===== config.mk =====
export PLATFORM = sky130hd
export DESIGN_NAME = gcs_regs
export DESIGN_NICKNAME = d
export VERILOG_FILES = /design/src/design/gcs_pkg.sv /design/src/design/gcs_cause_bit.sv /design/src/design/gcs_regs.sv
export SDC_FILE = /design/constraint.sdc
export NUM_CORES = 1
export LEC_CHECK = 0
export ABC_AREA = 1
export CORE_UTILIZATION = 49
export DETAILED_ROUTE_END_ITERATION = 7
export DONT_BUFFER_PORTS = 1
export PLACE_DENSITY = 0.62
export SYNTH_ARGS = -nofsm -noshare
export SYNTH_HDL_FRONTEND = slang
export SYNTH_SLANG_ARGS = --single-unit

===== constraint.sdc =====
create_clock -name mclk -period 1.2 [get_ports mclk]
set_input_delay 0.06 -clock mclk [delete_from_list [all_inputs] [get_ports mclk]]
set_output_delay 0.06 -clock mclk [all_outputs]
set_load 0.02 [all_outputs]

===== src/design/gcs_pkg.sv =====
// Package with offsets, field positions, codes and types of the block.
package gcs_pkg;

  localparam int unsigned ADDR_W = 12;
  localparam int unsigned DATA_W = 32;

  // Register byte offsets.
  localparam logic [11:0] OFF_GENERAL_CONTROL = 12'h088;
  localparam logic [11:0] OFF_GENERAL_STATUS  = 12'h090;
  localparam logic [11:0] OFF_INTERRUPT_CAUSE = 12'h098;

  // Control enable bit positions; each also indexes its event source.
  localparam int unsigned CTRL_SWERR_EN_BIT = 0;
  localparam int unsigned CTRL_HALT_EN_BIT  = 1;
  localparam int unsigned CTRL_EVLOG_EN_BIT = 2;
  localparam int unsigned CTRL_W            = 3;
  localparam logic [2:0]  CTRL_RESET        = 3'h0;

  // Cause bit positions.
  localparam int unsigned CAUSE_SWERR_BIT = 0;
  localparam int unsigned CAUSE_HALT_BIT  = 4;
  localparam int unsigned CAUSE_EVLOG_BIT = 5;

  // Status field positions.
  localparam int unsigned STS_STATE_LSB = 0;
  localparam int unsigned STS_RTYPE_LSB = 2;

  // Device state codes.
  localparam logic [1:0] STATE_DISABLED  = 2'h0;
  localparam logic [1:0] STATE_ENABLED   = 2'h1;
  localparam logic [1:0] STATE_DISABLING = 2'h2;
  localparam logic [1:0] STATE_HALTED    = 2'h3;

  // Recovery reset type codes.
  localparam logic [1:0] RTYPE_RESET_CMD = 2'h0;
  localparam logic [1:0] RTYPE_FLR       = 2'h1;
  localparam logic [1:0] RTYPE_WARM      = 2'h2;
  localparam logic [1:0] RTYPE_COLD      = 2'h3;

  typedef enum logic [1:0] {
    GCS_DISABLED,
    GCS_ENABLED,
    GCS_DISABLING,
    GCS_HALTED
  } gcs_state_t;

  function automatic logic [1:0] gcs_code(input gcs_state_t s);
    logic [1:0] c;
    c = STATE_DISABLED;
    unique case (s)
      GCS_DISABLED:  c = STATE_DISABLED;
      GCS_ENABLED:   c = STATE_ENABLED;
      GCS_DISABLING: c = STATE_DISABLING;
      GCS_HALTED:    c = STATE_HALTED;
    endcase
    return c;
  endfunction

endpackage


===== src/design/gcs_cause_bit.sv =====
// One sticky write-one-to-clear cause bit.
`timescale 1ns/1ps
module gcs_cause_bit (
  // Clock, reset and enable
  input  wire logic mclk,
  input  wire logic rstn,
  input  wire logic ce,
  // Set and clear requests
  input  wire logic set,
  input  wire logic clr,
  // Stored bit
  output logic      q
);

  // A set in the same cycle as a clear wins, so no event is lost.
  always_ff @(posedge mclk) begin
    if (!rstn) begin
      q <= 1'b0;
    end else if (ce) begin
      if (set) begin
        q <= 1'b1;
      end else if (clr) begin
        q <= 1'b0;
      end
    end
  end

endmodule // gcs_cause_bit


===== src/design/gcs_regs.sv =====
// General control and status registers with device state and cause bits.
`timescale 1ns/1ps

module gcs_regs (
  // Clock, reset and enable
  input  wire logic        mclk,
  input  wire logic        rstn,
  input  wire logic        ce,
  // Register access
  input  wire logic        reg_wr,
  input  wire logic        reg_rd,
  input  wire logic [11:0] reg_addr,
  input  wire logic [31:0] reg_wdata,
  output logic [31:0]      reg_rdata,
  output logic             reg_rvalid,
  // Device commands and conditions
  input  wire logic        cmd_enable_device,
  input  wire logic        cmd_disable_device,
  input  wire logic        cmd_reset_device,
  input  wire logic        disable_done,
  input  wire logic        halt_error,
  input  wire logic [1:0]  halt_reset_type,
  // Event sources
  input  wire logic        event_log_written,
  input  wire logic        software_error_valid,
  // Device status outputs
  output logic [1:0]       device_state,
  output logic [1:0]       reset_type,
  output logic             enqueue_retry,
  output logic             work_queue_accept,
  output logic             msi0_req
);

  ////////////////////////////////////////////////////////////////////////////
  logic [2:0]       general_control;
  logic [31:0]      interrupt_cause;
  logic [2:0]       cause_q;
  gcs_pkg::gcs_state_t state;
  gcs_pkg::gcs_state_t next_state;
  logic             swerr_prev;
  logic             halt_entry;
  logic [2:0]       events;
  logic [2:0]       fire;
  logic             wr_ctrl;
  logic             wr_cause;
  assign wr_ctrl  = reg_wr && (reg_addr == gcs_pkg::OFF_GENERAL_CONTROL);
  assign wr_cause = reg_wr && (reg_addr == gcs_pkg::OFF_INTERRUPT_CAUSE);

  ////////////////////////////////////////////////////////////////////////////
  // Control word: only the three enables are stored.
  always_ff @(posedge mclk) begin
    if (!rstn) begin
      general_control <= gcs_pkg::CTRL_RESET;
    end else if (ce && wr_ctrl) begin
      general_control <= reg_wdata[2:0];
    end
  end

  ////////////////////////////////////////////////////////////////////////////
  // Device state machine. A halt has priority over every command, and a
  // halted device leaves only by a reset command when type 00 allows it;
  // stronger types wait for the external reset.
  always_comb begin
    next_state = state;
    unique case (state)
      gcs_pkg::GCS_DISABLED: begin
        if (cmd_enable_device) begin
          next_state = gcs_pkg::GCS_ENABLED;
        end
      end
      gcs_pkg::GCS_ENABLED: begin
        if (cmd_disable_device || cmd_reset_device) begin
          next_state = gcs_pkg::GCS_DISABLING;
        end
      end
      gcs_pkg::GCS_DISABLING: begin
        if (disable_done) begin
          next_state = gcs_pkg::GCS_DISABLED;
        end
      end
      gcs_pkg::GCS_HALTED: begin
        if (cmd_reset_device && reset_type == gcs_pkg::RTYPE_RESET_CMD) begin
          next_state = gcs_pkg::GCS_DISABLING;
        end
      end
    endcase
    if (halt_error && state != gcs_pkg::GCS_HALTED) begin
      next_state = gcs_pkg::GCS_HALTED;
    end
  end
  assign halt_entry = (next_state == gcs_pkg::GCS_HALTED) &&
                      (state != gcs_pkg::GCS_HALTED);

  always_ff @(posedge mclk) begin
    if (!rstn) begin
      state             <= gcs_pkg::GCS_DISABLED;
      device_state      <= gcs_pkg::STATE_DISABLED;
      enqueue_retry     <= 1'b1;
      work_queue_accept <= 1'b0;
    end else if (ce) begin
      state             <= next_state;
      device_state      <= gcs_pkg::gcs_code(next_state);
      enqueue_retry     <= next_state == gcs_pkg::GCS_DISABLED;
      work_queue_accept <= next_state == gcs_pkg::GCS_ENABLED;
    end
  end

  // The recovery type is captured as the device halts and kept until the device next enters disabled or reset.
  always_ff @(posedge mclk) begin
    if (!rstn) begin
      reset_type <= gcs_pkg::RTYPE_RESET_CMD;
    end else if (ce) begin
      if (halt_entry) begin
        reset_type <= halt_reset_type;
      end else if (next_state == gcs_pkg::GCS_DISABLED) begin
        reset_type <= gcs_pkg::RTYPE_RESET_CMD;
      end
    end
  end

  ////////////////////////////////////////////////////////////////////////////
  // Event detection and vector-0 requests.
  always_ff @(posedge mclk) begin
    if (!rstn) begin
      swerr_prev <= 1'b0;
    end else if (ce) begin
      swerr_prev <= software_error_valid;
    end
  end
  assign events[gcs_pkg::CTRL_SWERR_EN_BIT] = software_error_valid &&
                                              !swerr_prev;
  assign events[gcs_pkg::CTRL_HALT_EN_BIT]  = halt_entry;
  assign events[gcs_pkg::CTRL_EVLOG_EN_BIT] = event_log_written;
  // A disabled enable suppresses both the request and the cause bit.
  assign fire = events & general_control;

  always_ff @(posedge mclk) begin
    if (!rstn) begin
      msi0_req <= 1'b0;
    end else if (ce) begin
      msi0_req <= |fire;
    end
  end

  // Cause bits; all other cause positions stay zero here.
  always_comb begin
    interrupt_cause = 32'h0;
    interrupt_cause[gcs_pkg::CAUSE_SWERR_BIT] = cause_q[0];
    interrupt_cause[gcs_pkg::CAUSE_HALT_BIT]  = cause_q[1];
    interrupt_cause[gcs_pkg::CAUSE_EVLOG_BIT] = cause_q[2];
  end

  generate
    for (genvar i = 0; i < 3; i++) begin : g_cause
      localparam int unsigned POS = (i == 0) ? gcs_pkg::CAUSE_SWERR_BIT :
                                    (i == 1) ? gcs_pkg::CAUSE_HALT_BIT :
                                               gcs_pkg::CAUSE_EVLOG_BIT;
      gcs_cause_bit u_bit (
        .mclk (mclk),
        .rstn (rstn),
        .ce   (ce),
        .set  (fire[i]),
        .clr  (wr_cause && reg_wdata[POS]),
        .q    (cause_q[i])
      );
    end
  endgenerate

  ////////////////////////////////////////////////////////////////////////////
  // Read port: one cycle latency; unmapped offsets read zero. The status
  // word has no write path at all.
  always_ff @(posedge mclk) begin
    if (!rstn) begin
      reg_rdata  <= 32'h0;
      reg_rvalid <= 1'b0;
    end else if (ce) begin
      reg_rvalid <= reg_rd;
      if (!reg_rd) begin
        reg_rdata <= 32'h0;
      end else if (reg_addr == gcs_pkg::OFF_GENERAL_CONTROL) begin
        reg_rdata <= {29'h0, general_control};
      end else if (reg_addr == gcs_pkg::OFF_GENERAL_STATUS) begin
        reg_rdata <= {28'h0, reset_type, device_state};
      end else if (reg_addr == gcs_pkg::OFF_INTERRUPT_CAUSE) begin
        reg_rdata <= interrupt_cause;
      end else begin
        reg_rdata <= 32'h0;
      end
    end
  end
endmodule // gcs_regs


==> flow_summary.toml, run 1 <==
[outcome]
violations = "negative hold slack, negative setup slack"
outcome = "finished with violations"

[worst_setup_path]
worst_setup_path_start_kind = "register"
kind_of_cell_adding_the_most_delay_to_the_critical_path = "flip-flops"
worst_r2r_endpoint = "state[0]"
arrival_ps = 1440
criticalPathCategory = "register to register"
crit_buf_inv = 1
timing.critical_path.from = "state[1]"
critPathMaxFanout = 4
slowest_stage = "sky130_fd_sc_hd__dfxtp_4"
reg2reg_from = "state[1]"
cpMostUsedCell = "sky130_fd_sc_hd__nand2_1"
r2r_cells = 7
reg2reg_setup_slack_ps = -50
critPathMaxStageDelay_ps = 410
worst_setup_path_end_kind = "register"
cp_cell_sequence = "nand2_4, inv_1, nand3_1, nand2_1, nand2_1, o21ai_1, a21oi_1"
worst_setup_path_endpoint = "state[0]"
worst-endpoint-required_ps = 1390
crit_cells = 7

[finish]
area_growth_pct = 13.7
antenna_diode_count = 0
final_core_utilization_pct = 58.8
seqCellArea_sq_um = 469
final.fill_count = 266
final_cells = 269
post_route_cells_drive_above_1_share_pct = 19.7
footprint_of_the_multi_input_gates_sq_um = 803
nets = 297

[timing]
finalWorstPathRequiredPeriod_ps = 1250
fin_skew_ps = 0.390
post-route-period-util_pct = 104
report.final.hold_viol_count = 14
finalWorstSetupSlack_ps = -48.6
maxClockFrequency_mhz = 801
rsz0062_at_grt = "true"
whs_ps = -109
setup_violations = 3
timing_max_transition_violations_final = 0

[global_routing]
grt_util_all_layers_pct = 18.6
largest_net_degree_at_the_start_of_global_routing = 17
globalRouteOverflowTotal = 0
grt_antenna_before_repair = 0
grt_first_pass_wirelength_um = 4630
grt_pass1_vias = 1120

[logic_synthesis]
post_synth_inst_count = 221
syn_area_per_cell_sq_um = 6.45
synth-seq-area-share_pct = 32.3
post_synth_instance_area_sq_mm = 0.00143
synthDistinctLibCells = 25
count_of_synthesis_stage_warnings_from_yosys = 0
register_bit_count_reported_by_yosys = 23

[power_and_ir_drop]
leakage_nw = 0.786
totalPowerFinal_mw = 1.53
power_density_mw_per_mm2 = 945
power.ir.vdd_worst_uv = 547

[route]
drt_iter0_markers = 29
route.detailed.vias_per_inst = 4.95
routedWlPerCell_um = 11.8
drt_first_pass_iters = 4
via_count = 1331
totalWireLength_um = 3160
ant_nets = 0
drc = 0

[floorplanning]
floorplan.initialDensity_pct = 51.7
num_rows = 19
fp.dieH_um = 55.9
die-area_sq_mm = 0.00313
boundaryPins = 98
coreArea_sq_mm = 0.00276
die-width_um = 55.9

[flow_run]
cap_viol_max_count = 0

[placed_design]
placed_cells = 252
pre_cts_ws_ps = -45.9
hpwlAfterDp_um = 2210
portBuffers = 0
finalWeightedCongestion = 0.857

[cts]
clock_tree.root_cell = "sky130_fd_sc_hd__clkbuf_4"
max-clock-path-buffers = 2
ctsHtreeMaxLevel = 1
insertion_delay_ps = 310
cts.sink_count = 23
cts_hold_repair.buffers = 8
worst_setup_hold_path_clk_slew_ps = 120
inserted_clock_buffers = 3
tritoncts = "done"

[min_path]
min_path_type = "input port to register"
hold_start = "ce"
==> metal layers <==
metal  up-vias  track usage (%)  wire length, um
met1       618             22.2             1270
li1        662                -                -
met3         7             2.79              186
met2        44             33.7             1660
met5         -                0                0
met4         0             6.97               54
==> sequential cells by signal, summed over array words and instances, names as in the netlist <==
| signal | count |
|---|---|
| reg_rvalid | 1 |
| device_state | 2 |
| state | 2 |
| reg_rdata | 6 |
| reset_type | 2 |
| work_queue_accept | 1 |
| enqueue_retry | 1 |
| msi0_req | 1 |
| general_control | 3 |
| swerr_prev | 1 |
| g_cause.u_bit.q | 3 |
==> final cells by class <==
cell class / count / area share, %
Multi-Input combinational cell: 160 / 49.6
Clock buffer: 4 / 1.62
Sequential cell: 23 / 29.0
Tap cell: 31 / 2.39
Inverter: 32 / 7.57
Timing Repair Buffer: 19 / 9.88
==> timing repair <==
item,4_1_cts,5_1_grt
setup buffers,0,6
gates resized for setup,5,27
pin swaps,1,10
cloned,0,0
endpoints found under the setup margin,4,9
endpoints found under the hold margin,19,11
==> logic make-up (layout without fill, tap and decap cells) <==
logic type,count (synthesis),count (layout),synth area share (%)
AOI/OAI and AO/OA,24,24,9.22
DFF,23,23,32.3
and+or+nand+nor,110,110,34.2
buffers and inverters,63,55,24.0
other,1,26,0.263
==> Yosys cell counts <==
master / instances / area [sq um]
sky130_fd_sc_hd__a21oi_1: 12 / 60.1
sky130_fd_sc_hd__a21oi_2: 1 / 8.76
sky130_fd_sc_hd__a22oi_1: 3 / 22.5
sky130_fd_sc_hd__and2_1: 1 / 6.26
sky130_fd_sc_hd__buf_2: 2 / 10.0
sky130_fd_sc_hd__buf_4: 27 / 203
sky130_fd_sc_hd__clkbuf_1: 1 / 3.75
sky130_fd_sc_hd__clkbuf_2: 1 / 5.00
sky130_fd_sc_hd__conb_1: 1 / 3.75
sky130_fd_sc_hd__dfxtp_1: 23 / 460
sky130_fd_sc_hd__inv_1: 31 / 116
sky130_fd_sc_hd__inv_2: 1 / 3.75
sky130_fd_sc_hd__nand2_1: 52 / 195
sky130_fd_sc_hd__nand2_2: 1 / 6.26
sky130_fd_sc_hd__nand3_1: 13 / 65.1
sky130_fd_sc_hd__nand3_2: 1 / 10.0
sky130_fd_sc_hd__nand3_4: 1 / 17.5
sky130_fd_sc_hd__nand3b_1: 2 / 15.0
sky130_fd_sc_hd__nand4_2: 1 / 12.5
sky130_fd_sc_hd__nor2_1: 33 / 124
sky130_fd_sc_hd__nor2_2: 3 / 18.8
sky130_fd_sc_hd__nor2_4: 1 / 11.3
sky130_fd_sc_hd__nor4_1: 1 / 6.26
sky130_fd_sc_hd__o21ai_0: 7 / 35.0
sky130_fd_sc_hd__o21ai_1: 1 / 5.00
==> worst min path at each step <==
| stage | to | slack (ps) | depth (start not counted) |
|---|---|---|---|
| after floorplan | swerr_prev | 190 | 2 |
| after global placement | reg_rdata[2] | 170 | 2 |
| after detailed placement | reg_rdata[2] | 170 | 2 |
| after CTS | g_cause[0].u_bit.q | -120 | 2 |
| after global routing | work_queue_accept | -120 | 2 |
| final | work_queue_accept | -110 | 2 |
==> where the power goes <==
part           leakage [nW]  total, mW  internal [mW]  switching, mW
Combinational         0.582      0.347          0.118          0.230
Clock                0.0150      0.359          0.130          0.229
Sequential            0.189      0.826          0.791         0.0350
==> metrics by stage <==
step | instance area, sq um | TNS, ps
2_1_floorplan | 1520 | 0
3_3_place_gp | 1380 | -66.1
3_5_place_dp | 1380 | -118
4_1_cts | 1500 | 0
5_1_grt | 1620 | -522
6_report | 1620 | -87.3
==> placed cells by master, fill, tap and decap left out, drive strengths merged <==
cell type and count:
nand2 53, nor2 37, inv 32, conb 26, dfxtp 23, nand3 15, a21oi 13, buf 12
o21ai 8, dlygate4sd3 7, clkbuf 4, a22oi 3, nand3b 2, nand4 1, nor4 1, and2 1
Power figures use the tool's default switching activity.
==> run 2, diff against run 1 <==
--- a/config.mk
+++ b/config.mk
@@ -7,4 +7,5 @@
 export LEC_CHECK = 0
 export ABC_AREA = 1
+export CORE_MARGIN = 5
 export CORE_UTILIZATION = 49
 export DETAILED_ROUTE_END_ITERATION = 7
==> constraint.sdc (replaced) <==
create_clock -name mclk -period 1.2 [get_ports mclk]
set_input_delay 0.12 -clock mclk [delete_from_list [all_inputs] [get_ports mclk]]
set_output_delay 0.12 -clock mclk [all_outputs]
set_load 0.02 [all_outputs]
==> flow_summary.toml, run 2 (synthesis gave the netlist of run 1 again) <==
[cts]
worst_setup_hold_path_clk_slew_ps = 130
inserted_clock_buffers = 3
cts.sink_count = 23
ctsHtreeMaxLevel = 1
insertion_delay_ps = 310
cts_hold_repair.buffers = 3
max-clock-path-buffers = 2
clock_tree.root_cell = "sky130_fd_sc_hd__clkbuf_4"
tritoncts = "done"

[worst_setup_path]
timing.critical_path.from = "state[1]"
kind_of_cell_adding_the_most_delay_to_the_critical_path = "simple AND/OR/NAND/NOR gates"
r2r_cells = 7
critPathMaxFanout = 6
worst_r2r_endpoint = "reset_type[0]"
crit_cells = 7
crit_buf_inv = 0
critPathMaxStageDelay_ps = 390
cpMostUsedCell = "sky130_fd_sc_hd__nand2_4"
worst_setup_path_end_kind = "register"
worst_setup_path_start_kind = "register"
worst_setup_path_endpoint = "reset_type[0]"
arrival_ps = 1410
worst-endpoint-required_ps = 1420
criticalPathCategory = "register to register"
reg2reg_setup_slack_ps = 20
reg2reg_from = "state[1]"
slowest_stage = "sky130_fd_sc_hd__dfxtp_4"
cp_cell_sequence = "nand2_4, nand2_4, nand3b_1, o21ai_2, nand3_1, nand2_1, nor2_1"

[placed_design]
finalWeightedCongestion = 0.838
placed_standard_cell_area_sq_mm = 0.00138
hpwlAfterDp_um = 2550
placed_cells = 252
portBuffers = 0

[floorplanning]
die-width_um = 63.9
floorplan.initialDensity_pct = 51.2
fp.dieH_um = 63.9
boundaryPins = 98
num_rows = 19
die-area_sq_mm = 0.00409
coreArea_sq_mm = 0.00278

[finish]
antenna_diode_count = 0
post_route_cells_drive_above_1_share_pct = 14.8
mostFrequentLayoutCell = "sky130_fd_sc_hd__nand2_1"
most-common-layout-cells = "50 x sky130_fd_sc_hd__nand2_1, 31 x sky130_fd_sc_hd__nor2_1, 30 x sky130_fd_sc_hd__inv_1"
reg.largest.list = "reg_rdata: 6 flops, g_cause.u_bit.q: 3 flops, general_control: 3 flops"
largest_reg_flops = 6
final.fill_count = 301
final_area_sq_mm = 0.00150
nets = 289
largest-register = "reg_rdata"
final_cells = 261
area_growth_pct = 5.36

[timing]
timing_max_transition_violations_final = 0
maxClockFrequency_mhz = 845
post-route-period-util_pct = 98.6
rsz0062_at_grt = "true"
whs_ps = -99.2
report.final.hold_viol_count = 16
fin_skew_ps = 6.35
finalWorstPathRequiredPeriod_ps = 1180
setup_violations = 0

[global_routing]
grt_antenna_before_repair = 0
grt_pass1_vias = 1261
globalRouteOverflowTotal = 0
grt_util_all_layers_pct = 14.8
grt_first_pass_wirelength_um = 5080
largest_net_degree_at_the_start_of_global_routing = 17

[power_and_ir_drop]
power_density_mw_per_mm2 = 987
clockPowerShare_pct = 24.3
sw_frac_of_total_pct = 31.9
total_switching_power_uw = 474
leakage_nw = 0.744
power.share.combinational_pct = 20.0
seq_power_share_pct = 55.7
power.internal_mw = 1.01
power.ir.vdd_worst_uv = 668

[min_path]
hold_start = "rstn"
min_path_type = "input port to register"

[route]
drt_iter0_markers = 37
drt_first_pass_iters = 5
drc = 0
ant_nets = 0
via_count = 1298
route.detailed.vias_per_inst = 4.97
totalWireLength_um = 3220
routedWlPerCell_um = 12.4

[outcome]
outcome = "finished with violations"
violations = "negative hold slack"

[flow_run]
cap_viol_max_count = 0
-- run 2: cell types whose count changed in the layout (fill, tap and decap cells not counted), moves of 2 or more --
cell                            change
sky130_fd_sc_hd__buf_4              -4
sky130_fd_sc_hd__dlygate4sd3_1      -4
sky130_fd_sc_hd__nand2_1            +4
sky130_fd_sc_hd__nand2_2            -4
sky130_fd_sc_hd__nand3_1            +2
sky130_fd_sc_hd__nand3_2            -2
sky130_fd_sc_hd__nor2_1             +2
sky130_fd_sc_hd__nor2_4             -2
-- run 2: stage by stage --
stage          TNS, ps  total power [mW]  setup WS, ps  utilization (%)  hold WS (ps)
2_1_floorplan        0              1.12          93.2                -           255
3_3_place_gp     -47.2              1.09         -29.8             49.7           226
3_5_place_dp      -206              1.10         -83.3             49.7           230
4_1_cts          -7.73              1.47         -7.73             52.0          -107
5_1_grt           -235              1.57         -81.8             54.0          -123
6_report             0              1.48          17.1             54.0         -99.2
-- run 2: area by class of cell --
type                    instances  area [sq um]  share of cell area [%]
multi-input cells             160           753                    50.2
flip-flops and latches         23           469                    31.3
inverters                      32           123                    8.17
repair buffers                 11          90.1                    6.00
well taps                      31          38.8                    2.58
clock buffers                   3          22.5                    1.50
clock inverters                 1          5.00                   0.333
-- run 2: what timing repair did --
action                                 4_1_cts  5_1_grt
setup buffers                                0        2
pin swaps                                    1        3
endpoints found under the hold margin       18       16
setup endpoints to repair                    4        7
gates resized for setup                      6       14
-- run 2: worst min-delay path by stage --
stage	end	cells past startpoint	slack, ps
global route	reg_rdata[1]	2	-120
global placement	reg_rdata[2]	2	230
finish	reg_rdata[2]	2	-100
detailed placement	reg_rdata[2]	2	230
floorplan	swerr_prev	2	250
CTS	reg_rdata[2]	2	-110
-- run 2: layer usage --
layer | vias to the layer above | GRT usage [%] | share of wire (%)
met5 | - | 0 | 0
met4 | 0 | 5.19 | 2.0
met3 | 10 | 3.85 | 8.7
met2 | 57 | 27.1 | 51
met1 | 584 | 16.2 | 39
li1 | 647 | - | -
-- run 2: power groups by stage --
stage	clock network [mW]	registers [mW]	logic, mW
final	0.360	0.826	0.297
after global routing	0.413	0.832	0.327
after CTS	0.377	0.822	0.275
after detailed placement	0	0.838	0.258
after global placement	0	0.837	0.252
after floorplan	0	0.849	0.270
-- run 2: worst reg2reg max path, stage by stage, from the launching register on --
cell                       delay (ps)
sky130_fd_sc_hd__dfxtp_4          390
sky130_fd_sc_hd__nand2_4           90
sky130_fd_sc_hd__nand2_4           50
sky130_fd_sc_hd__nand3b_1         200
sky130_fd_sc_hd__o21ai_2          180
sky130_fd_sc_hd__nand3_1           90
sky130_fd_sc_hd__nand2_1           60
sky130_fd_sc_hd__nor2_1            30
==> run 3, diff against run 2 <==
==> constraint.sdc (replaced) <==
create_clock -name mclk -period 1.2 [get_ports mclk]
set_input_delay 0 -clock mclk [delete_from_list [all_inputs] [get_ports mclk]]
set_output_delay 0 -clock mclk [all_outputs]
set_load 0.02 [all_outputs]
==> flow_summary.toml, run 3 (synthesis gave the netlist of run 1 again) <==
[outcome]
outcome = "finished with violations"
violations = "negative hold slack, negative setup slack"

[cts]
tritoncts = "done"
insertion_delay_ps = 320
cts.sink_count = 23
ctsHtreeMaxLevel = 1
clock_tree.root_cell = "sky130_fd_sc_hd__clkbuf_4"
inserted_clock_buffers = 3
max-clock-path-buffers = 2
cts_hold_repair.buffers = 9
worst_setup_hold_path_clk_slew_ps = 120

[global_routing]
grt_pass1_vias = 1249
grt_util_all_layers_pct = 15.0
grt_first_pass_wirelength_um = 5060
grt_antenna_before_repair = 0
largest_net_degree_at_the_start_of_global_routing = 17
globalRouteOverflowTotal = 0

[timing]
maxClockFrequency_mhz = 821
rsz0062_at_grt = "true"
totalNegativeSetupSlack_ps = -27.5
whs_ps = -181
fin_skew_ps = 0.518
finalWorstPathRequiredPeriod_ps = 1220
timing_max_transition_violations_final = 0
report.final.hold_viol_count = 11
setup_violations = 3
finalWorstSetupSlack_ps = -18.3
post-route-period-util_pct = 102

[finish]
final.fill_count = 301
antenna_diode_count = 0
largest_reg_flops = 6
post_route_cells_drive_above_1_share_pct = 15.7
area_growth_pct = 11.1
most-common-layout-cells = "47 x sky130_fd_sc_hd__nand2_1, 30 x sky130_fd_sc_hd__inv_1, 30 x sky130_fd_sc_hd__nor2_1"
reg.largest.list = "reg_rdata: 6 flops, g_cause.u_bit.q: 3 flops, general_control: 3 flops"
nets = 294
largest-register = "reg_rdata"
mostFrequentLayoutCell = "sky130_fd_sc_hd__nand2_1"

[floorplanning]
floorplan.initialDensity_pct = 51.2
coreArea_sq_mm = 0.00278
fp.dieH_um = 63.9
die-width_um = 63.9
die-area_sq_mm = 0.00409
boundaryPins = 98
num_rows = 19

[power_and_ir_drop]
power.share.combinational_pct = 21.7
power.ir.vdd_worst_uv = 666
power.internal_mw = 1.03
total_switching_power_uw = 503
leakage_nw = 0.761
seq_power_share_pct = 54.2
sw_frac_of_total_pct = 32.8
power_density_mw_per_mm2 = 967
totalPowerFinal_mw = 1.53
clockPowerShare_pct = 24.1

[route]
via_count = 1323
drt_iter0_markers = 57
drt_first_pass_iters = 4
dr_wl_met2_um = 1850
totalWireLength_um = 3570
routed.top_layer = "met4"
met1_wire_length_um = 1360
routedWlPerCell_um = 13.4
ant_nets = 0
drc = 0
detailroute.wirelength.met3_um = 311
route.detailed.vias_per_inst = 4.97

[flow_run]
cap_viol_max_count = 0

[worst_setup_path]
worst_setup_path_end_kind = "register"
critPathMaxFanout = 3
critPathMaxStageDelay_ps = 390
criticalPathCategory = "register to register"
cpMostUsedCell = "sky130_fd_sc_hd__nand2_2"
slowest_stage = "sky130_fd_sc_hd__dfxtp_4"
cp_cell_sequence = "inv_4, nor2_2, nand2_2, nand2_2, nor2_4, nand4_4, nand3_2, nand2_1, nor2_1"
worst_setup_path_start_kind = "register"
kind_of_cell_adding_the_most_delay_to_the_critical_path = "simple AND/OR/NAND/NOR gates"
crit_buf_inv = 1
arrival_ps = 1480
worst-endpoint-required_ps = 1460

[min_path]
min_path_type = "input port to register"

[placed_design]
portBuffers = 0
finalWeightedCongestion = 0.815
hpwlAfterDp_um = 2580
[run 3: power by group through the flow]
stage               clock network, mW  logic, mW  registers (mW)
detailed placement                  0      0.259           0.839
CTS                             0.375      0.291           0.823
global route                    0.412      0.359           0.832
floorplan                           0      0.270           0.849
global placement                    0      0.253           0.837
finish                          0.369      0.333           0.829
[run 3: worst paths after layout]
| check | start | endpoint | slack [ps] | depth (start not counted) |
|---|---|---|---|---|
| setup / recovery | state[0] | reset_type[1] | -20 | 9 |
| hold / removal | ce | g_cause[0].u_bit.q | -180 | 2 |
| setup reg to reg | state[0] | reset_type[1] | -20 | 9 |
| hold reg to reg | g_cause[2].u_bit.q | g_cause[2].u_bit.q | 480 | 2 |
[run 3: metal layers]
layer | up-vias | global-route usage [%]
met5 | - | 0
met4 | 0 | 5.45
met3 | 6 | 3.50
met2 | 55 | 28.4
met1 | 607 | 15.7
li1 | 655 | -
[run 3: repair_timing]
action                                 in CTS  in global routing
setup endpoints to repair                   4                 10
setup buffers                               0                  1
endpoints found under the hold margin      19                 10
pin swaps                                   1                  7
resized for setup                           7                 22
[run 3: area by class of cell]
class                           count  area, sq um  area share, %
Multi-Input combinational cell    160          781           49.3
Sequential cell                    23          469           29.6
Timing Repair Buffer               16          145           9.17
Inverter                           32          123           7.75
Tap cell                           31         38.8           2.45
Clock buffer                        4         26.3           1.66
[run 3: stage by stage]
step           setup WS, ps  instance area [sq um]  std cells  util [%]
6_report              -18.3                   1580        266      56.9
5_1_grt               -70.0                   1580        266      56.9
4_1_cts              0.0515                   1510        265      54.2
3_5_place_dp          -50.5                   1380        252      49.7
3_3_place_gp           14.2                   1380        252      49.7
2_1_floorplan          93.2                   1520        246         -
